==> src/rtl/irm_pkg.sv <==
// Constants and types of the isochronous receive context match filter.
// Assumes a 32-bit APB register bus and 1394 isochronous header words.
package irm_pkg;

  localparam int NUM_CTX = 4;

  ////////////////////////////////////////////////////////////////////////
  // Register map; bits 6:5 of the address pick the context (stride 32)
  localparam logic [15:0] OFS_CTRL = 16'h0400;
  localparam logic [15:0] OFS_PTR = 16'h040C;
  localparam logic [15:0] OFS_MATCH = 16'h410C;
  localparam logic [15:0] CTX_SEL_MASK = 16'h0060;
  localparam int CTX_SEL_LO = 5;
  localparam logic [31:0] RESET_WORD = 32'h0000_0000;

  ////////////////////////////////////////////////////////////////////////
  // Match register fields
  localparam int MB_CODE00 = 28;
  localparam int MB_CODE01 = 29;
  localparam int MB_CYC_HI = 26;
  localparam int MB_CYC_LO = 12;
  localparam int MB_MARK_HI = 11;
  localparam int MB_MARK_LO = 8;
  localparam int MB_FILT = 6;
  localparam int MB_CHAN_HI = 5;
  localparam int MB_CHAN_LO = 0;
  localparam logic [31:0] MATCH_WMASK = 32'hF7FF_FF7F;

  ////////////////////////////////////////////////////////////////////////
  // Context control register fields
  localparam int CB_START_EN = 29;
  localparam int CB_MULTI = 28;
  localparam int CB_RUN = 15;
  localparam int CB_ACTIVE = 10;
  localparam logic [31:0] CTRL_WMASK = 32'h3000_8000;

  ////////////////////////////////////////////////////////////////////////
  // Cycle timer and packet header fields
  localparam int CT_LO = 12;
  localparam int CT_HI = 26;
  localparam int HDR_TAG_LO = 14;
  localparam int HDR_CHAN_LO = 8;
  localparam int HDR_SYNC_LO = 0;
  localparam logic [1:0] CODE_01 = 2'h1;
  localparam logic [1:0] SYNC_TOP_ZERO = 2'h0;

  ////////////////////////////////////////////////////////////////////////
  // Output buffer
  localparam int BUF_DEPTH = 2;
  localparam int BUF_WIDTH = 32 + 1 + NUM_CTX;

  typedef enum logic [2:0] {
    ST_IDLE = 3'h1,
    ST_WAIT = 3'h2,
    ST_RUN = 3'h4
  } irm_state_type;

  typedef enum logic [1:0] {
    RK_NONE,
    RK_CTRL,
    RK_PTR,
    RK_MATCH
  } irm_reg_kind_type;

endpackage

==> src/rtl/irm_buf.sv <==
// Small FIFO between the match filter and the packet sink.
// Assumes one clock and a synchronous active-high reset.
`timescale 1ns/100ps
module irm_buf #(
  parameter int WIDTH = 37,
  parameter int DEPTH = 2
) (
  input wire logic i_clk,
  input wire logic i_rst,
  input wire logic i_in_valid,
  output logic o_in_ready,
  input wire logic [WIDTH-1:0] i_in_data,
  output logic o_out_valid,
  input wire logic i_out_ready,
  output logic [WIDTH-1:0] o_out_data
);
  localparam int AW = (DEPTH > 1) ? $clog2(DEPTH) : 1;

  logic [WIDTH-1:0] mem_q [DEPTH];
  logic [AW-1:0] wr_q, wr_d, rd_q, rd_d;
  logic [AW:0] cnt_q, cnt_d;
  logic push, pop;

  // Count is one bit wider than the pointers, so the full value needs that width too
  assign o_in_ready = cnt_q != (AW+1)'(DEPTH);
  assign o_out_valid = cnt_q != '0;
  assign o_out_data = mem_q[rd_q];
  assign push = i_in_valid & o_in_ready;
  assign pop = o_out_valid & i_out_ready;
  assign wr_d = !push ? wr_q : (wr_q == AW'(DEPTH - 1)) ? '0 : wr_q + 1'b1;
  assign rd_d = !pop ? rd_q : (rd_q == AW'(DEPTH - 1)) ? '0 : rd_q + 1'b1;
  assign cnt_d = cnt_q + {{AW{1'b0}}, push} - {{AW{1'b0}}, pop};

  always_ff @(posedge i_clk) begin
    if (i_rst) begin
      wr_q <= '0;
      rd_q <= '0;
      cnt_q <= '0;
    end else begin
      wr_q <= wr_d;
      rd_q <= rd_d;
      cnt_q <= cnt_d;
    end
  end

  // Data words need no reset; valid is carried by the count
  always_ff @(posedge i_clk) begin
    if (push) begin
      mem_q[wr_q] <= i_in_data;
    end
  end

  property p_no_overfill;
    @(posedge i_clk) disable iff (i_rst)
      cnt_q <= (AW+1)'(DEPTH);
  endproperty
  a_no_overfill: assert property (p_no_overfill) else $error("buffer count above depth");
endmodule

==> src/rtl/irm_filter.sv <==
// Four isochronous receive contexts: pointer, match and control registers,
// start-on-cycle sequencing and per-packet acceptance filtering.
// Assumes an APB master, a descriptor engine that loads the pointers and
// a link receive path that streams header-first packet words.
//
// Function
// Each context keeps a 32-bit pointer, read-only to software, and a fetch starts when run is set.
// Four contexts 0..3 whose registers repeat every 32 bytes.
// Match bits 31..28 enable tags 11b, 10b, 01b, 00b and only enabled tags are taken.
// Match bits 26..12 hold the 15-bit start cycle, two seconds bits over the 13-bit cycle count.
// With start-on-cycle enabled a context starts receiving only when the timer equals the start cycle.
// Match bits 11..8 hold a marker compared with the packet sync field while the descriptor waits on sync.
// With bit 6 and the tag-01b enable set, a tag-01b packet needs sync bits 3..2 equal to 00b.
// Other tags, or all tags with bit 6 clear, are filtered by their tag enables alone.
// Match bits 5..0 hold the channel taken in single-channel mode.
// Match bits 27 and 7 read zero and ignore writes.
// In multi-channel mode the channel field is ignored and the channel mask decides.
// Software keeps multi-channel mode steady while running and sets it on one context only.
// A packet is taken only when channel, tag and any sync checks all pass.
// Software programs all match fields before setting run.
//
// Design decision made here: register access over APB.
`timescale 1ns/100ps
module irm_filter (
  input wire logic I_CLOCK,
  input wire logic I_RST,
  input wire logic I_PSEL,
  input wire logic I_PENABLE,
  input wire logic I_PWRITE,
  input wire logic [15:0] I_PADDR,
  input wire logic [31:0] I_PWDATA,
  input wire logic [3:0] I_PSTRB,
  output logic [31:0] O_PRDATA,
  output logic O_PREADY,
  output logic O_PSLVERR,
  input wire logic I_PTR_WE,
  input wire logic [1:0] I_PTR_CTX,
  input wire logic [31:0] I_PTR_DATA,
  input wire logic [31:0] I_CYCLE_TIMER,
  input wire logic [63:0] I_CHAN_MASK,
  input wire logic [irm_pkg::NUM_CTX-1:0] I_WAIT_SYNC,
  input wire logic I_PKT_VALID,
  output logic O_PKT_READY,
  input wire logic I_PKT_FIRST,
  input wire logic I_PKT_LAST,
  input wire logic [31:0] I_PKT_DATA,
  output logic [irm_pkg::NUM_CTX-1:0] O_FETCH_REQ,
  output logic [32*irm_pkg::NUM_CTX-1:0] O_FETCH_PTR,
  output logic [irm_pkg::NUM_CTX-1:0] O_ACTIVE,
  output logic O_OUT_VALID,
  input wire logic I_OUT_READY,
  output logic [31:0] O_OUT_DATA,
  output logic O_OUT_LAST,
  output logic [irm_pkg::NUM_CTX-1:0] O_OUT_CTX
);
  import irm_pkg::*;

  // Context bits of the address are masked off before comparing
  function automatic irm_reg_kind_type reg_kind(input logic [15:0] addr);
    logic [15:0] base;
    base = addr & ~CTX_SEL_MASK;
    if (base == OFS_CTRL) begin
      reg_kind = RK_CTRL;
    end else if (base == OFS_PTR) begin
      reg_kind = RK_PTR;
    end else if (base == OFS_MATCH) begin
      reg_kind = RK_MATCH;
    end else begin
      reg_kind = RK_NONE;
    end
  endfunction

  ////////////////////////////////////////////////////////////////////////
  // APB slave
  irm_reg_kind_type kind;
  logic [1:0] sel_ctx;
  logic apb_setup, apb_access, apb_wr;
  logic [31:0] strb_mask, rd_word;
  logic [31:0] prdata_q, prdata_d;
  logic [31:0] ctrl_rd [NUM_CTX];
  logic [31:0] match_q [NUM_CTX];
  logic [31:0] ptr_q [NUM_CTX];

  assign kind = reg_kind(I_PADDR);
  assign sel_ctx = I_PADDR[CTX_SEL_LO +: 2];
  assign apb_setup = I_PSEL & ~I_PENABLE;
  assign apb_access = I_PSEL & I_PENABLE;
  assign apb_wr = apb_access & I_PWRITE;
  assign strb_mask = {{8{I_PSTRB[3]}}, {8{I_PSTRB[2]}}, {8{I_PSTRB[1]}}, {8{I_PSTRB[0]}}};
  assign rd_word = (kind == RK_CTRL) ? ctrl_rd[sel_ctx] :
                   (kind == RK_PTR) ? ptr_q[sel_ctx] :
                   (kind == RK_MATCH) ? (match_q[sel_ctx] & MATCH_WMASK) : RESET_WORD;
  // Read data captured in setup so the zero-wait access phase sees a flop
  assign prdata_d = (apb_setup & ~I_PWRITE) ? rd_word : prdata_q;
  assign O_PRDATA = prdata_q;
  assign O_PREADY = 1'b1;
  assign O_PSLVERR = apb_access & (kind == RK_NONE);

  always_ff @(posedge I_CLOCK) begin
    if (I_RST) begin
      prdata_q <= RESET_WORD;
    end else begin
      prdata_q <= prdata_d;
    end
  end

  ////////////////////////////////////////////////////////////////////////
  // Packet header fields, valid on the first word of a packet
  logic [1:0] hdr_tag;
  logic [5:0] hdr_chan;
  logic [3:0] hdr_sync;
  logic [NUM_CTX-1:0] hdr_accept, held_q, held_d, beat_mask;
  logic [NUM_CTX-1:0] run_q, start_en_q, multi_q, fetch_q;
  logic buf_in_ready, beat_taken;

  assign hdr_tag = I_PKT_DATA[HDR_TAG_LO +: 2];
  assign hdr_chan = I_PKT_DATA[HDR_CHAN_LO +: 6];
  assign hdr_sync = I_PKT_DATA[HDR_SYNC_LO +: 4];

  ////////////////////////////////////////////////////////////////////////
  // Per-context registers and sequencing
  generate
    for (genvar n = 0; n < NUM_CTX; n++) begin : g_ctx
      irm_state_type state_q, state_d;
      logic wr_ctrl, wr_match, wr_ptr, timer_hit, run_rise;
      logic chan_ok, code_ok, filt_on, filt_ok, mark_ok;
      logic [31:0] ctrl_wm, match_wm, ctrl_new, match_d;

      assign wr_ctrl = apb_wr & (kind == RK_CTRL) & (sel_ctx == 2'(n));
      assign wr_match = apb_wr & (kind == RK_MATCH) & (sel_ctx == 2'(n));
      assign wr_ptr = I_PTR_WE & (I_PTR_CTX == 2'(n));
      assign ctrl_wm = strb_mask & CTRL_WMASK;
      assign match_wm = strb_mask & MATCH_WMASK;
      assign ctrl_new = (ctrl_rd[n] & ~ctrl_wm) | (I_PWDATA & ctrl_wm);
      assign match_d = wr_match ? ((match_q[n] & ~match_wm) | (I_PWDATA & match_wm)) : match_q[n];
      assign run_rise = wr_ctrl & ctrl_new[CB_RUN] & ~run_q[n];
      assign ctrl_rd[n] = (32'(start_en_q[n]) << CB_START_EN) | (32'(multi_q[n]) << CB_MULTI) |
                          (32'(run_q[n]) << CB_RUN) | (32'(state_q != ST_IDLE) << CB_ACTIVE);
      assign timer_hit = I_CYCLE_TIMER[CT_HI:CT_LO] == match_q[n][MB_CYC_HI:MB_CYC_LO];

      always_comb begin
        state_d = state_q;
        unique case (state_q)
          ST_IDLE: begin
            if (run_q[n]) begin
              state_d = start_en_q[n] ? ST_WAIT : ST_RUN;
            end
          end
          ST_WAIT: begin
            if (!run_q[n]) begin
              state_d = ST_IDLE;
            end else if (timer_hit) begin
              state_d = ST_RUN;
            end
          end
          ST_RUN: begin
            if (!run_q[n]) begin
              state_d = ST_IDLE;
            end
          end
          default: begin
            state_d = ST_IDLE;
          end
        endcase
      end

      // Acceptance of one packet header by this context
      assign chan_ok = multi_q[n] ? I_CHAN_MASK[hdr_chan] :
                       (hdr_chan == match_q[n][MB_CHAN_HI:MB_CHAN_LO]);
      assign code_ok = match_q[n][MB_CODE00 + int'(hdr_tag)];
      assign filt_on = match_q[n][MB_FILT] & match_q[n][MB_CODE01] & (hdr_tag == CODE_01);
      assign filt_ok = ~filt_on | (hdr_sync[3:2] == SYNC_TOP_ZERO);
      assign mark_ok = ~I_WAIT_SYNC[n] | (hdr_sync == match_q[n][MB_MARK_HI:MB_MARK_LO]);
      assign hdr_accept[n] = (state_q == ST_RUN) & chan_ok & code_ok & filt_ok & mark_ok;
      assign O_ACTIVE[n] = state_q == ST_RUN;
      assign O_FETCH_PTR[n*32 +: 32] = ptr_q[n];

      always_ff @(posedge I_CLOCK) begin
        if (I_RST) begin
          state_q <= ST_IDLE;
          run_q[n] <= 1'b0;
          start_en_q[n] <= 1'b0;
          multi_q[n] <= 1'b0;
          fetch_q[n] <= 1'b0;
          match_q[n] <= RESET_WORD;
          ptr_q[n] <= RESET_WORD;
        end else begin
          state_q <= state_d;
          run_q[n] <= wr_ctrl ? ctrl_new[CB_RUN] : run_q[n];
          start_en_q[n] <= wr_ctrl ? ctrl_new[CB_START_EN] : start_en_q[n];
          multi_q[n] <= wr_ctrl ? ctrl_new[CB_MULTI] : multi_q[n];
          fetch_q[n] <= run_rise;
          match_q[n] <= match_d;
          ptr_q[n] <= wr_ptr ? I_PTR_DATA : ptr_q[n];
        end
      end

      property p_fetch_on_run;
        @(posedge I_CLOCK) disable iff (I_RST)
          run_rise |=> fetch_q[n] ##1 !fetch_q[n];
      endproperty
      a_fetch_on_run: assert property (p_fetch_on_run) else $error("fetch pulse missing after run set");

      property p_ptr_load;
        @(posedge I_CLOCK) disable iff (I_RST)
          wr_ptr |=> ptr_q[n] == $past(I_PTR_DATA);
      endproperty
      a_ptr_load: assert property (p_ptr_load) else $error("pointer not loaded");

      property p_stop_idle;
        @(posedge I_CLOCK) disable iff (I_RST)
          !run_q[n] |=> state_q == ST_IDLE;
      endproperty
      a_stop_idle: assert property (p_stop_idle) else $error("context kept going after run cleared");

      property p_code_gate;
        @(posedge I_CLOCK) disable iff (I_RST)
          hdr_accept[n] |-> match_q[n][MB_CODE00 + int'(hdr_tag)];
      endproperty
      a_code_gate: assert property (p_code_gate) else $error("disabled tag accepted");

      property p_start_direct;
        @(posedge I_CLOCK) disable iff (I_RST)
          (state_q == ST_IDLE) && run_q[n] && !start_en_q[n] |=> O_ACTIVE[n];
      endproperty
      a_start_direct: assert property (p_start_direct) else $error("no start without cycle wait");

      property p_wait_cycle;
        @(posedge I_CLOCK) disable iff (I_RST)
          (state_q == ST_WAIT) && run_q[n] && !timer_hit |=> state_q == ST_WAIT;
      endproperty
      a_wait_cycle: assert property (p_wait_cycle) else $error("left wait early");

      property p_start_cycle;
        @(posedge I_CLOCK) disable iff (I_RST)
          (state_q == ST_WAIT) && run_q[n] && timer_hit |=> O_ACTIVE[n];
      endproperty
      a_start_cycle: assert property (p_start_cycle) else $error("no start on cycle");

      property p_marker;
        @(posedge I_CLOCK) disable iff (I_RST)
          hdr_accept[n] && I_WAIT_SYNC[n] |-> hdr_sync == match_q[n][MB_MARK_HI:MB_MARK_LO];
      endproperty
      a_marker: assert property (p_marker) else $error("sync marker mismatch accepted");

      property p_filter01;
        @(posedge I_CLOCK) disable iff (I_RST)
          hdr_accept[n] && match_q[n][MB_FILT] && hdr_tag == CODE_01 |-> hdr_sync[3:2] == SYNC_TOP_ZERO;
      endproperty
      a_filter01: assert property (p_filter01) else $error("tag 01 sync filter bypassed");

      property p_single_chan;
        @(posedge I_CLOCK) disable iff (I_RST)
          hdr_accept[n] && !multi_q[n] |-> hdr_chan == match_q[n][MB_CHAN_HI:MB_CHAN_LO];
      endproperty
      a_single_chan: assert property (p_single_chan) else $error("wrong channel accepted");

      property p_multi_chan;
        @(posedge I_CLOCK) disable iff (I_RST)
          hdr_accept[n] && multi_q[n] |-> I_CHAN_MASK[hdr_chan];
      endproperty
      a_multi_chan: assert property (p_multi_chan) else $error("masked channel accepted");

      property p_idle_quiet;
        @(posedge I_CLOCK) disable iff (I_RST)
          !run_q[n] ##1 !run_q[n] |-> !hdr_accept[n];
      endproperty
      a_idle_quiet: assert property (p_idle_quiet) else $error("stopped context accepted");
    end
  endgenerate

  assign O_FETCH_REQ = fetch_q;

  property p_rsvd_zero;
    @(posedge I_CLOCK) disable iff (I_RST)
      apb_setup && !I_PWRITE && kind == RK_MATCH ##1 apb_access |-> !O_PRDATA[27] && !O_PRDATA[7];
  endproperty
  a_rsvd_zero: assert property (p_rsvd_zero) else $error("reserved match bits read nonzero");

  ////////////////////////////////////////////////////////////////////////
  // Packet stream; the header decision is held for the rest of the packet
  assign beat_mask = I_PKT_FIRST ? hdr_accept : held_q;
  assign beat_taken = I_PKT_VALID & buf_in_ready;
  assign held_d = (beat_taken & I_PKT_FIRST) ? hdr_accept : held_q;
  // Dropped words still wait for buffer room, trading rate for simplicity
  assign O_PKT_READY = buf_in_ready;

  always_ff @(posedge I_CLOCK) begin
    if (I_RST) begin
      held_q <= '0;
    end else begin
      held_q <= held_d;
    end
  end

  irm_buf #(
    .WIDTH(BUF_WIDTH),
    .DEPTH(BUF_DEPTH)
  ) u_buf (
    .i_clk(I_CLOCK),
    .i_rst(I_RST),
    .i_in_valid(I_PKT_VALID & (|beat_mask)),
    .o_in_ready(buf_in_ready),
    .i_in_data({beat_mask, I_PKT_LAST, I_PKT_DATA}),
    .o_out_valid(O_OUT_VALID),
    .i_out_ready(I_OUT_READY),
    .o_out_data({O_OUT_CTX, O_OUT_LAST, O_OUT_DATA})
  );
endmodule

==> config.mk <==
export PLATFORM = sky130hd
export DESIGN_NAME = irm_filter
export DESIGN_NICKNAME = d
export VERILOG_FILES = /design/src/rtl/irm_pkg.sv /design/src/rtl/irm_buf.sv /design/src/rtl/irm_filter.sv
export SDC_FILE = /design/constraint.sdc
export NUM_CORES = 1
export LEC_CHECK = 0
export BUFFER_PORTS_ARGS = -buffer_cell sky130_fd_sc_hd__buf_2
export CAP_MARGIN = 15
export CORE_ASPECT_RATIO = 1.25
export CORE_MARGIN = 1
export CORE_UTILIZATION = 50
export DETAILED_ROUTE_END_ITERATION = 6
export HOLD_SLACK_MARGIN = 0.06
export PLACE_DENSITY = 0.74
export SLEW_MARGIN = 40
export SYNTH_ARGS = -nofsm -noshare
export SYNTH_HDL_FRONTEND = slang
export SYNTH_SLANG_ARGS = --single-unit
==> constraint.sdc <==
create_clock -name I_CLOCK -period 5.4 [get_ports I_CLOCK]
set_input_delay 0.27 -clock I_CLOCK [delete_from_list [all_inputs] [get_ports I_CLOCK]]
set_output_delay 0.27 -clock I_CLOCK [all_outputs]
set_load 0.05 [all_outputs]
After elaboration in Yosys (flattened, before gate mapping)
Memories as Yosys holds them, arrays and structs flattened. A register that Yosys moved wholly into a read port is not among the register bits.
Cells that the tools add are included.
{ "word_totals": {"reg_bits": 68, "ram_bits": 330, "inputBits": 228, "word_cells": 296, "n_memories": 3} }
{ "classes": {"addsub": 5, "n_lt_le_gt_ge": 3, "n_eq_ne": 54, "mux": 77, "n_bitwise": 119, "reduce_logical": 10} }
{ "memory_table": {"columns": ["name", "words", "word_bits", "read_ports", "rd_clocked_by_memory_dff", "write_ports", "line_no", "rtl"], "rows": [
  ["match_q", 4, 32, 5, 0, 4, "irm_filter.sv:81", "logic [31:0] match_q [NUM_CTX];"],
  ["ptr_q", 4, 32, 5, 0, 4, "irm_filter.sv:82", "logic [31:0] ptr_q [NUM_CTX];"],
  ["u_buf.mem_q", 2, 37, 1, 1, 1, "irm_buf.sv:19", "logic [WIDTH-1:0] mem_q [DEPTH];"]
]} }
{ "ops": {"columns": ["cell", "count"], "rows": [
  ["two-way mux 32 bit", 21],
  ["bitwise AND 32 bit", 5],
  ["bitwise AND 30 bit", 5],
  ["bitwise OR 32 bit", 4],
  ["bitwise OR 30 x 11 -> 30 bit", 4],
  ["bitwise OR 30 x 16 -> 30 bit", 4],
  ["bitwise OR 30 x 29 -> 30 bit", 4],
  ["bitwise OR 30 bit", 4],
  ["binary-select mux 32 bit (select 2 bit)", 1],
  ["equality test 15 bit", 4],
  ["two-way mux 3 bit", 20],
  ["bitwise AND 1 bit", 56],
  ["one-hot mux 3 bit (3 select lines)", 4],
  ["NOT 32 bit", 1],
  ["NOT 30 bit", 1],
  ["equality test 14 x 9 -> 1 bit (second input constant)", 2],
  ["equality test 6 bit", 4],
  ["two-way mux 1 bit", 22],
  ["binary-select mux 1 bit (select 5 bit)", 4],
  ["!= test 2 bit (second input constant)", 9],
  ["equality test 4 bit", 4],
  ["bitwise OR 1 bit", 16],
  ["equality test 14 x 13 -> 1 bit (second input constant)", 1],
  ["NOT 1 bit", 14],
  ["other kinds (22)", 54]
]} }

Depth between registers and ports, before layout
Gate-level depths: netlist of run 1.
{ "logic_depth": {"ltp_word": 13, "ltp_mapped": 14, "mapped_depth_nobuf": 12} }

By module
A second synthesis of run 1 with hierarchy kept.
{ "hier_totals": {"cells_unflattened": 1818, "area_unflattened_um2": 17932.2} }
{ "by_module_without_submodules": {"columns": ["mod", "n_inst", "cells_per_inst", "area_each_um2", "seq_area_each_um2"], "rows": [
  ["irm_filter", 1, 1674, 15008.1, 6246.0],
  ["irm_buf", 1, 144, 2924.1, 2322.2]
]} }

Worst setup path after synthesis of run 1
OpenSTA, ideal clock, no wires.
{ "synth_path": {"kind": "register -> register", "startpoint": "reg g_ctx[2].state_q[2]", "endpoint": "mem u_buf.mem_q[0][0], enable pin", "setup_ns": 0.431, "arrival_ns": 4.140, "setup_slack_ns": 0.829, "stages_incl_launch_ff": 8, "n_path_buf": 0, "synth_period_minus_slack_ns": 4.571, "cell_sequence": "dfxtp_1 inv_1 nor3_1 o2111ai_1 a21oi_1 o21a_1 o41ai_4 nor2_1"} }
{ "synth_between": {"elab_chain_cells": 11} }
{ "synth_lines": {"columns": ["element", "line_no", "rtl"], "rows": [
  ["start: declaration", "irm_filter.sv:124", "irm_state_type state_q, state_d;"],
  ["start signal: assignment", "irm_filter.sv:188", "state_q <= state_d;"],
  ["equality test 3 bit", null, null],
  ["net O_ACTIVE, one bit", "irm_filter.sv:49", "output logic [irm_pkg::NUM_CTX-1:0] O_ACTIVE,"],
  ["bitwise AND 1 bit (4 in series)", "irm_filter.sv:174", "assign hdr_accept[n] = (state_q == ST_RUN) & chan_ok & code_ok & filt_ok & mark_ok;"],
  ["two-way mux 4 bit", "irm_filter.sv:282", "assign beat_mask = I_PKT_FIRST ? hdr_accept : held_q;"],
  ["net beat_mask[2]", "irm_filter.sv:112", "logic [NUM_CTX-1:0] hdr_accept, held_q, held_d, beat_mask;"],
  ["OR reduction 4 bit", "irm_filter.sv:302", ".i_in_valid(I_PKT_VALID & (|beat_mask)),"],
  ["bitwise AND 1 bit", "irm_filter.sv:302", null],
  ["bitwise AND 1 bit", "irm_buf.sv:28", "assign push = i_in_valid & o_in_ready;"],
  ["two-way mux 1 bit", "irm_buf.sv:48", "if (push) begin"],
  ["two-way mux 1 bit (implied by the code)", "irm_buf.sv:49", "mem_q[wr_q] <= i_in_data;"],
  ["end: declaration", "irm_buf.sv:19", null]
]} }
The timed path passes the listed nets, and every way through them passes these cells.

Worst setup path in the final report of run 1
{ "layout_path": {"startpoint": "in I_PKT_DATA[10]", "endpoint": "reg u_buf.cnt_q[1]"} }
{ "layout_between": {"elab_chain_cells": 13, "elab_cells_between_ends": 32} }
{ "layout_lines": {"columns": ["element", "line_no", "rtl"], "rows": [
  ["start: declaration", "irm_filter.sv:46", "input wire logic [31:0] I_PKT_DATA,"],
  ["binary-select mux 1 bit (select 6 bit)", "irm_filter.sv:168", "assign chan_ok = multi_q[n] ? I_CHAN_MASK[hdr_chan] :"],
  ["two-way mux 1 bit (implied by the code)", "irm_filter.sv:168", null],
  ["two-way mux 1 bit (*)", "irm_filter.sv:168", null],
  ["bitwise AND 1 bit (*) (4 in series)", "irm_filter.sv:174", null],
  ["two-way mux 4 bit (*)", "irm_filter.sv:282", null],
  ["net beat_mask[1]", "irm_filter.sv:112", null],
  ["OR reduction 4 bit (*)", "irm_filter.sv:302", null],
  ["bitwise AND 1 bit (*)", "irm_filter.sv:302", null],
  ["bitwise AND 1 bit (*)", "irm_buf.sv:28", null],
  ["adder 2 x 1 -> 2 bit (*)", "irm_buf.sv:32", "assign cnt_d = cnt_q + {{AW{1'b0}}, push} - {{AW{1'b0}}, pop};"],
  ["subtractor 2 x 1 -> 2 bit (*)", "irm_buf.sv:32", null],
  ["end signal: assignment", "irm_buf.sv:42", "cnt_q <= cnt_d;"],
  ["end: declaration", "irm_buf.sv:21", "logic [AW:0] cnt_q, cnt_d;"]
]} }
The timed path passes the listed nets; every way through them passes the cells marked *. The select of a mux whose other input is x is not followed.
A chain may end at the register's enable or synchronous reset.

==> impl_metrics.yaml, run 1 <==
synth:
  ys.flop_type: "dfxtp_1"
  synth_edf_count: 74
  yosys_warnings: 0
  synthArstFlopShare: 0
  yosysSeqAreaShare: 0.478
  syn-num-nets: 2122
  ys_types: 57
  synthCells: 1892
  synth.avg_cell_area_um2: 9.48
  synth_area_um2: 17900
  synth_seq_cells: 391
critical_path:
  path_buf_inv: 2
  crit_type: "input port to flip-flop"
  path_delay_family: "compound AO/OA/AOI/OAI gates"
  max_stage_delay_ps: 630
  crit_path_max_fanout: 23
  path_cells: "buf_2 > mux4_1 > nor2_1 > a311oi_1 > nor4_4 > o221ai_1 > o21a_1 > o41ai_4 > inv_2 > ha_1 > xor2_1 > xnor2_1 > nor2_1"
  path_common_cell: "nor2_1"
  required_ps: 5790
  cp_slowest_cell: "mux4_1"
  cp-start-kind: "input port"
  cp-end-kind: "flip-flop"
  timing.rr.start: "g_ctx[2].state_q[2]"
  crit_cells: 13
  setup.worst_path.start: "I_PKT_DATA[10]"
  crit_arrival_ps: 3740
  reg2regPathDepth: 8
die:
  io_pins: 437
  die_w_um: 171
  initial_utilization: 0.507
  die_area_um2: 36600
  row_count: 77
  die_y_um: 214
  core_area_um2: 35400
sta:
  skew_ps: 13.7
  tightest_slew_ps: 850
  maxSlewHeadroom: 0.433
  maxSlewViolCount: 0
  timing.setup.tns_ps: 0
  hold_violations: 0
  rsz0062_at_grt: "false"
  fmax_ghz: 0.299
  final.min_clock_period_ps: 3340
  setup_viol: 0
  timing.final.crit_share: 0.619
cells_and_area:
  final_cell_mix: "421 x nand2_1, 413 x buf_2, 317 x dfxtp_1, 267 x a21oi_1, 129 x nand3_1"
  nNetsFinal: 2545
  area_growth_pct: 25.8
  final_common_cell: "nand2_1"
  final_cells: 2823
  fin_area_um2: 22600
  drive_gt1_frac: 0.275
power_and_ir_drop:
  combPwrFrac: 0.184
  leakagePower_nw: 8.64
  intPower_mw: 5.10
  power_frac_seq: 0.432
  swShare: 0.291
  power_density_nw_per_um2: 318
  switchingPower_mw: 2.09
  p_clk_frac: 0.384
  ir_drop_uv: 243
place:
  numPortBuffers: 416
  hpwl_um: 40600
  gp_congestion: 0.967
  dp.cells: 2665
  placed_area_um2: 20400
hold_path:
  hp-class: "input port to flip-flop"
  hp-start: "I_PWDATA[29]"
  hold_depth: 3
clock_tree:
  cts-buffers-inserted: 40
  root_buffer: "clkbuf_16"
  clk_pin_slew_ps: 60
  clk_latency_ps: 540
  cts_tree: "yes"
  cts_htree_levels: 2
  cts_sinks: 391
  max-clock-path-buffers: 3
status:
  outcome: "complete, no violations"
drt:
  vias: 16328
  finalWirelength_um: 58100
  wl_per_cell_um: 20.6
  dr.pass1.iters: 5
  drt_iter0_markers: 1385
  drc: 0
  via_per_inst: 5.78
  drtAntennaViolNets: 0
flow_run:
  maxCapViolCount: 0
global_route:
  grt_first_pass_wirelength_um: 86500
  grt_use_total: 0.308
  grt_pass1_vias: 15628
  antenna_found_initial: 6
  grt-ovfl-total: 0
  grt_max_degree: 156
==> stage by stage <==
stage                     hold slack (ps)  utilization  worst slack (ps)  power (mW)
after global placement                437        0.573              1530        4.40
final                                80.4        0.638              2060        7.19
after CTS                            63.2        0.638              2020        7.20
after floorplan                       369            -               829        4.07
after detailed placement              446        0.578              1460        4.43
after global routing                 89.0        0.638              1840        7.41
==> worst register-to-register path, cell delays in order (launching register included) <==
cell and delay [ps]:
dfxtp_1 420, inv_1 80, nor3_1 620, o2111ai_1 390, a21oi_1 240, o21a_1 250
o41ai_4 150, nor2_4 370, buf_8 220
==> logic make-up after synthesis <==
kind of cell | synth area share
simple gates | 0.176
flops | 0.478
buf+inv | 0.0345
other cells | 0.000209
mux | 0.141
compound gates | 0.118
fa+ha+maj | 0.00140
xor+xnor | 0.0503
==> worst paths after layout <==
kind | end | slack [ps]
hold reg to reg | held_q[0] | 460
setup reg to reg | u_buf.mem_q[1][28] | 2360
hold / removal | flip-flop | 80
setup / recovery | u_buf.cnt_q[1] | 2060
==> per-layer routing <==
layer | track usage | up-vias | wire, um
met4 | 0.183 | 6 | 3580
met2 | 0.514 | 840 | 28000
met3 | 0.0725 | 190 | 5170
met5 | 0 | - | 35
met1 | 0.359 | 7731 | 21300
li1 | - | 7561 | -
==> cells in the mapped netlist, types with 16 or more instances <==
library cell,instances,share of area
nand4_1,16,0.0056
mux4_2,82,0.10
edfxtp_1,74,0.12
nand3_1,130,0.036
xnor2_1,44,0.021
xor2_1,59,0.029
a21oi_1,267,0.075
nor4_1,16,0.0056
mux2_2,39,0.024
nor2_1,84,0.018
clkbuf_1,120,0.025
mux2i_1,16,0.0089
nand2b_1,18,0.0063
nand2_1,421,0.088
a211oi_1,29,0.012
dfxtp_1,317,0.35
a22oi_1,27,0.011
==> what timing repair did <==
item | in CTS | in global routing
endpoints found under the hold margin | 280 | 0
hold buffers | 82 | 0
endpoints found under the setup margin | 0 | 0
setup buffers | 0 | 0
gates resized for setup | 0 | 0
==> final cells by class <==
class                   instances  area, um^2
repair buffers                522        3210
flip-flops and latches        391        8570
well taps                     474         593
diodes                          4        10.0
multi-input cells            1345        8830
fillers                      2851       12800
clock inverters                21         208
clock buffers                  51        1080
inverters                      15        56.3
==> power groups by stage <==
stage	combinational (mW)	sequential [mW]	clock, mW
detailed placement	1.26	3.17	0
finish	1.32	3.10	2.76
global route	1.40	3.11	2.90
floorplan	0.765	3.31	0
CTS	1.32	3.10	2.78
global placement	1.23	3.16	0
Note: power is estimated with default switching activity, not from simulation.
==> run 2: changes to the inputs <==
--- a/config.mk
+++ b/config.mk
@@ -9,10 +9,10 @@
 export CAP_MARGIN = 15
 export CORE_ASPECT_RATIO = 1.25
 export CORE_MARGIN = 1
-export CORE_UTILIZATION = 50
+export CORE_UTILIZATION = 49
 export DETAILED_ROUTE_END_ITERATION = 6
 export HOLD_SLACK_MARGIN = 0.06
-export PLACE_DENSITY = 0.74
+export PLACE_DENSITY = 0.76
 export SLEW_MARGIN = 40
 export SYNTH_ARGS = -nofsm -noshare
 export SYNTH_HDL_FRONTEND = slang
==> constraint.sdc (replaced) <==
create_clock -name I_CLOCK -period 2.9 [get_ports I_CLOCK]
set_input_delay 0.145 -clock I_CLOCK [delete_from_list [all_inputs] [get_ports I_CLOCK]]
set_output_delay 0.145 -clock I_CLOCK [all_outputs]
set_load 0.05 [all_outputs]
==> run 2 against run 1 <==
Global-route usage increased by 1.5 points. Critical path depth unchanged. Sequential share of layout area decreased by 1.0 points. Clock power increased by 84%. Sequential cell count unchanged. Hold slack improved by 4.2 ps. Clock skew increased by 3.3 ps. Critical endpoint unchanged.
==> impl_metrics.yaml, run 2 (synthesis results as in run 1) <==
cells_and_area:
  seqCellArea_um2: 8570
  final_util: 0.641
  drive_gt1_frac: 0.296
  final_cell_mix: "421 x nand2_1, 412 x buf_2, 317 x dfxtp_1, 267 x a21oi_1, 130 x nand3_1"
  fin_area_um2: 23200
  final_cells: 2912
  final_common_cell: "nand2_1"
  area_growth_pct: 29.4
  nNetsFinal: 2632
  diodes: 0
  multi_input_area_um2: 8820
  fillers: 2924
die:
  die_area_um2: 37400
  die_w_um: 173
  die_y_um: 216
  row_count: 78
  io_pins: 437
  initial_utilization: 0.495
  core_area_um2: 36200
critical_path:
  timing.rr.end: "u_buf.cnt_q[1]"
  crit_type: "input port to flip-flop"
  cp-start-kind: "input port"
  cp-end-kind: "flip-flop"
  required_ps: 3290
  crit_path_max_fanout: 7
  crit_arrival_ps: 3180
  reg2regPathDepth: 11
  rrSetupSlack_ps: 190
sta:
  setup_viol: 0
  fin_ws_ps: 116
  final.min_clock_period_ps: 2780
  maxSlewHeadroom: 0.408
  rsz0062_at_grt: "false"
  timing.final.crit_share: 0.960
  fmax_ghz: 0.359
  skew_ps: 17.0
  hold_violations: 0
  tightest_slew_ps: 888
  maxSlewViolCount: 0
hold_path:
  min_to: "u_buf.mem_q[1][3]"
  hp-start: "I_PKT_DATA[3]"
  hold_depth: 2
  hp-class: "input port to flip-flop"
global_route:
  grt_use_total: 0.323
  antenna_found_initial: 3
  grt_first_pass_wirelength_um: 94000
  grt_max_degree: 105
  grt_pass1_vias: 16715
  grt-ovfl-total: 0
drt:
  drtAntennaViolNets: 0
  dr.pass1.iters: 5
  vias: 16872
  wl_met1_um: 22300
  via_per_inst: 5.79
  drc: 0
  drt_iter0_markers: 1464
  routed.top_layer: "met5"
  wl_met3_um: 5090
  dr_wl_met2_um: 30100
  finalWirelength_um: 61600
  wl_per_cell_um: 21.2
flow_run:
  maxCapViolCount: 0
power_and_ir_drop:
  power.total_mw: 13.4
  ir_drop_uv: 554
  power_density_nw_per_um2: 578
  leakagePower_nw: 9.04
place:
  placed_area_um2: 20900
  hpwl_um: 43200
  dp.cells: 2739
  preCtsSetupSlack_ps: -300
  gp_congestion: 0.945
  numPortBuffers: 416
clock_tree:
  cts-buffers-inserted: 40
  cts_sinks: 391
  root_buffer: "clkbuf_16"
  clk_pin_slew_ps: 60
  clk_latency_ps: 540
  cts_tree: "yes"
  cts_htree_levels: 2
  max-clock-path-buffers: 3
status:
  outcome: "complete, no violations"
## run 2: cell types whose count changed in the layout (fill, tap and decap cells not counted), moves of 3 or more
cell	previous run	this run
diode_2	4	0
dlygate4sd3_1	82	95
buf_4	17	91
buf_12	1	6
buf_16	3	0
nor2_2	4	8
clkinv_2	7	2
clkbuf_8	2	6
## run 2: area by class of cell
type	count	share of cell area
clock inverter	16	0.00636
inverter	15	0.00243
sequential	391	0.369
tap	480	0.0259
timing repair buffer	609	0.167
clock buffer	56	0.0488
multi-input combinational	1345	0.380
## run 2: power by group
part           switching, mW  leakage [nW]  total (mW)  internal, mW
Combinational           1.71          5.19        2.54         0.833
Clock                   2.18         0.613        5.09          2.92
Sequential            0.0819          3.24        5.78          5.70
Total                   3.97          9.04        13.4          9.45
## run 2: worst max-delay path: stages
cell,delay [ps]
dlygate4sd3_1,540
clkbuf_4,230
mux4_2,560
o211ai_1,110
a21oi_1,90
mux2_2,280
o21a_1,150
o41ai_4,400
inv_2,80
ha_1,210
xor2_1,180
xnor2_1,140
nor2_1,60
## run 2: per-layer routing
layer  track usage  vias up
met5             0        -
met4         0.205        6
met3        0.0666      230
met2         0.546      898
met1         0.373     8030
li1              -     7708
## run 2: what timing repair did
| item | in CTS | in global routing |
|---|---|---|
| buffers inserted | 0 | 6 |
| hold endpoints to repair | 320 | 0 |
| endpoints found under the setup margin | 0 | 41 |
| gates resized for setup | 0 | 1 |
| hold buffers | 95 | 0 |
## run 2: metrics by stage
step / hold slack [ps] / TNS, ps
floorplan: 244 / -4.86
global placement: 337 / -16450
detailed placement: 342 / -13560
CTS: 61.5 / 0
global route: 80.1 / 0
finish: 84.6 / 0
## run 2: how the worst max path moves through the flow
| stage | startpoint | end | slack [ps] | cells past startpoint |
|---|---|---|---|---|
| global placement | I_PKT_DATA[10] | u_buf.cnt_q[1] | -290 | 14 |
| detailed placement | I_PKT_DATA[10] | u_buf.cnt_q[1] | -300 | 15 |
| CTS | I_PKT_DATA[14] | u_buf.cnt_q[1] | 100 | 13 |
| finish | I_PKT_DATA[14] | u_buf.cnt_q[1] | 120 | 13 |
| floorplan | I_PKT_DATA[8] | u_buf.cnt_q[1] | -5 | 13 |
| global route | I_PKT_DATA[14] | u_buf.cnt_q[1] | 10 | 13 |
==> run 3: changes to the inputs <==
--- a/config.mk
+++ b/config.mk
@@ -5,14 +5,15 @@
 export SDC_FILE = /design/constraint.sdc
 export NUM_CORES = 1
 export LEC_CHECK = 0
+export ABC_AREA = 1
 export BUFFER_PORTS_ARGS = -buffer_cell sky130_fd_sc_hd__buf_2
 export CAP_MARGIN = 15
 export CORE_ASPECT_RATIO = 1.25
 export CORE_MARGIN = 1
-export CORE_UTILIZATION = 49
+export CORE_UTILIZATION = 30
 export DETAILED_ROUTE_END_ITERATION = 6
 export HOLD_SLACK_MARGIN = 0.06
-export PLACE_DENSITY = 0.76
+export PLACE_DENSITY = 0.51
 export SLEW_MARGIN = 40
 export SYNTH_ARGS = -nofsm -noshare
 export SYNTH_HDL_FRONTEND = slang
==> constraint.sdc (replaced) <==
create_clock -name I_CLOCK -period 2.9 [get_ports I_CLOCK]
set_input_delay 0.29 -clock I_CLOCK [delete_from_list [all_inputs] [get_ports I_CLOCK]]
set_output_delay 0.29 -clock I_CLOCK [all_outputs]
set_load 0.05 [all_outputs]
==> run 3 against run 2 <==
The flow now finishes with violations (DRC). First-iteration DRC count down 22%. Critical path type unchanged. Cell area about the same. Die area is 61% higher. Via count up 5.8%. Global-route usage shrank 9.5 points. Clock skew up 2.9 ps. Setup slack better by 98 ps. Sequential power increased by 3%. Cell count up 21%. Combinational power is 4% higher.
==> impl_metrics.yaml, run 3 <==
clock_tree:
  clk_pin_slew_ps: 60
  clk_latency_ps: 580
  cts_htree_levels: 2
  root_buffer: "clkbuf_16"
  cts_tree: "yes"
  max-clock-path-buffers: 3
  cts_sinks: 391
  cts-buffers-inserted: 43
  postCtsSetupBuffers: 0
synth:
  yosys-top-cells-area: "dfxtp_1 36%, edfxtp_1 13%, o21ai_0 9.1%"
  yosysSeqAreaShare: 0.482
  ys_types: 49
  yosys_warnings: 0
  synth_commonest_cells: "426 x nor2_1, 324 x o21ai_0, 317 x dfxtp_1"
  synth_seq_cells: 391
  yosys.area.top_type_share: 0.357
  ys.flop_type: "dfxtp_1"
  synthArstFlopShare: 0
  synthCells: 2231
  yosys.area.top_type: "dfxtp_1"
  synth_edf_count: 74
  syn-num-nets: 2461
  synth.avg_cell_area_um2: 7.96
  synth.most_common_cell: "nor2_1"
  synth_area_um2: 17800
sta:
  rsz0062_at_grt: "false"
  tightest_slew_ps: 806
  maxSlewHeadroom: 0.457
  timing.setup.tns_ps: 0
  maxSlewViolCount: 0
  hold_violations: 0
  final.min_clock_period_ps: 2690
  setup_viol: 0
  timing.final.crit_share: 0.926
  skew_ps: 20.0
  fmax_ghz: 0.372
power_and_ir_drop:
  power.total_mw: 13.9
  ir_drop_uv: 404
  power_frac_seq: 0.427
  power_density_nw_per_um2: 600
  swShare: 0.312
  combPwrFrac: 0.189
  p_clk_frac: 0.384
  intPower_mw: 9.57
  leakagePower_nw: 9.79
  switchingPower_mw: 4.35
die:
  die_area_um2: 60200
  row_count: 99
  initial_utilization: 0.304
  io_pins: 437
  die_y_um: 274
  core_area_um2: 58500
  die_w_um: 220
status:
  outcome: "finished, violations left"
  violations: "DRC"
drt:
  finalWirelength_um: 70500
  drt_iter0_markers: 1143
  vias: 17857
  via_per_inst: 5.08
  dr.pass1.iters: 7
  drtAntennaViolNets: 0
  drc: 136
  wl_per_cell_um: 20.1
global_route:
  grt_first_pass_wirelength_um: 105000
  grt_max_degree: 82
  grt_pass1_vias: 17620
  antenna_found_initial: 8
  grt-ovfl-total: 0
  grt_use_total: 0.228
critical_path:
  crit_arrival_ps: 3190
  cp-start-kind: "input port"
  cp-end-kind: "flip-flop"
  required_ps: 3410
  setup.worst_path.start: "I_PKT_DATA[0]"
  reg2regPathDepth: 15
  timing.rr.end: "u_buf.cnt_q[1]"
  rrSetupSlack_ps: 310
  crit_type: "input port to flip-flop"
  crit_end: "u_buf.cnt_q[1]"
  crit_path_max_fanout: 8
flow_run:
  maxCapViolCount: 0
cells_and_area:
  final_cells: 3515
  drive_gt1_frac: 0.233
  nNetsFinal: 2950
  fin_area_um2: 23200
  area_growth_pct: 30.7
  final_cell_mix: "421 x nor2_1, 416 x buf_2, 324 x o21ai_0, 316 x dfxtp_1, 205 x nand2_1"
  final_common_cell: "nor2_1"
place:
  dp.cells: 3342
  numPortBuffers: 416
  placed_area_um2: 20900
  gp_congestion: 0.890
  hpwl_um: 51100
hold_path:
  hold_depth: 1
  hp-class: "input port to flip-flop"
## run 3: worst min-delay path by stage
stage / slack (ps) / start / to
final: 110 / I_PKT_DATA[3] / u_buf.mem_q[0][3]
after global routing: 90 / I_PKT_DATA[3] / u_buf.mem_q[0][3]
after CTS: 60 / I_PKT_DATA[3] / u_buf.mem_q[0][3]
after detailed placement: 440 / u_buf.rd_q / flip-flop
after global placement: 440 / u_buf.rd_q / flip-flop
after floorplan: 390 / I_PKT_DATA[0] / u_buf.mem_q[0][0]
## run 3: repair_timing
action                                  4_1_cts  5_1_grt
hold endpoints to repair                    292        0
resized for setup                             0        2
endpoints found under the setup margin        0       30
hold buffers                                 90        0
## run 3: cell families (layout without fill, tap and decap cells)
family          after synthesis  count (layout)  synth area share
compound gates              614             614             0.195
xor+xnor                     81              81            0.0399
fa+ha+maj                     2               2           0.00141
buf+inv                     292             811            0.0649
flops                       391             391             0.482
mux                          38              38            0.0240
other cells                   1               9          0.000211
simple gates                812             812             0.192
## run 3: stage by stage
stage / setup WS [ps] / utilization / hold WS [ps]
floorplan: 21.8 / - / 389
finish: 214 / 0.397 / 107
global route: 42.0 / 0.397 / 86.8
CTS: 75.3 / 0.397 / 63.8
detailed placement: 8.86 / 0.358 / 438
global placement: -30.5 / 0.358 / 436
## run 3: area by class of cell
class / instances / area (um^2)
Antenna cell: 8 / 20.0
Inverter: 162 / 619
Clock buffer: 62 / 1220
Timing Repair Buffer: 574 / 3610
Sequential cell: 391 / 8570
Clock inverter: 13 / 118
Fill cell: 6023 / 35300
Tap cell: 757 / 947
Multi-Input combinational cell: 1548 / 8120
## run 3: power by group through the flow
stage | sequential [mW] | combinational (mW) | clock (mW)
detailed placement | 6.07 | 2.52 | 0
floorplan | 6.28 | 1.50 | 0
CTS | 5.95 | 2.64 | 5.49
global placement | 6.06 | 2.51 | 0
finish | 5.95 | 2.63 | 5.34
global route | 5.98 | 2.81 | 5.68
## run 3: metal layers
metal  routed length, um  global-route usage  up-vias
met5                  22                   0        -
met4                2110              0.0759        4
met3                5960              0.0597      130
met2               34000               0.398      722
met1               28400               0.268     8391
li1                    -                   -     8610
## run 3: critical path, cell delays in order
cell and delay [ps]:
dlygate4sd3_1 540, buf_2 190, or2_2 290, a22oi_1 180, a31oi_1 200, nor4_2 260, buf_4 170, nand3_1 80
nand2_1 120, nor2_2 50, nand2_2 70, nand2_1 100, inv_1 80, ha_1 150, xor2_1 160, o21ai_0 90
a21oi_1 150
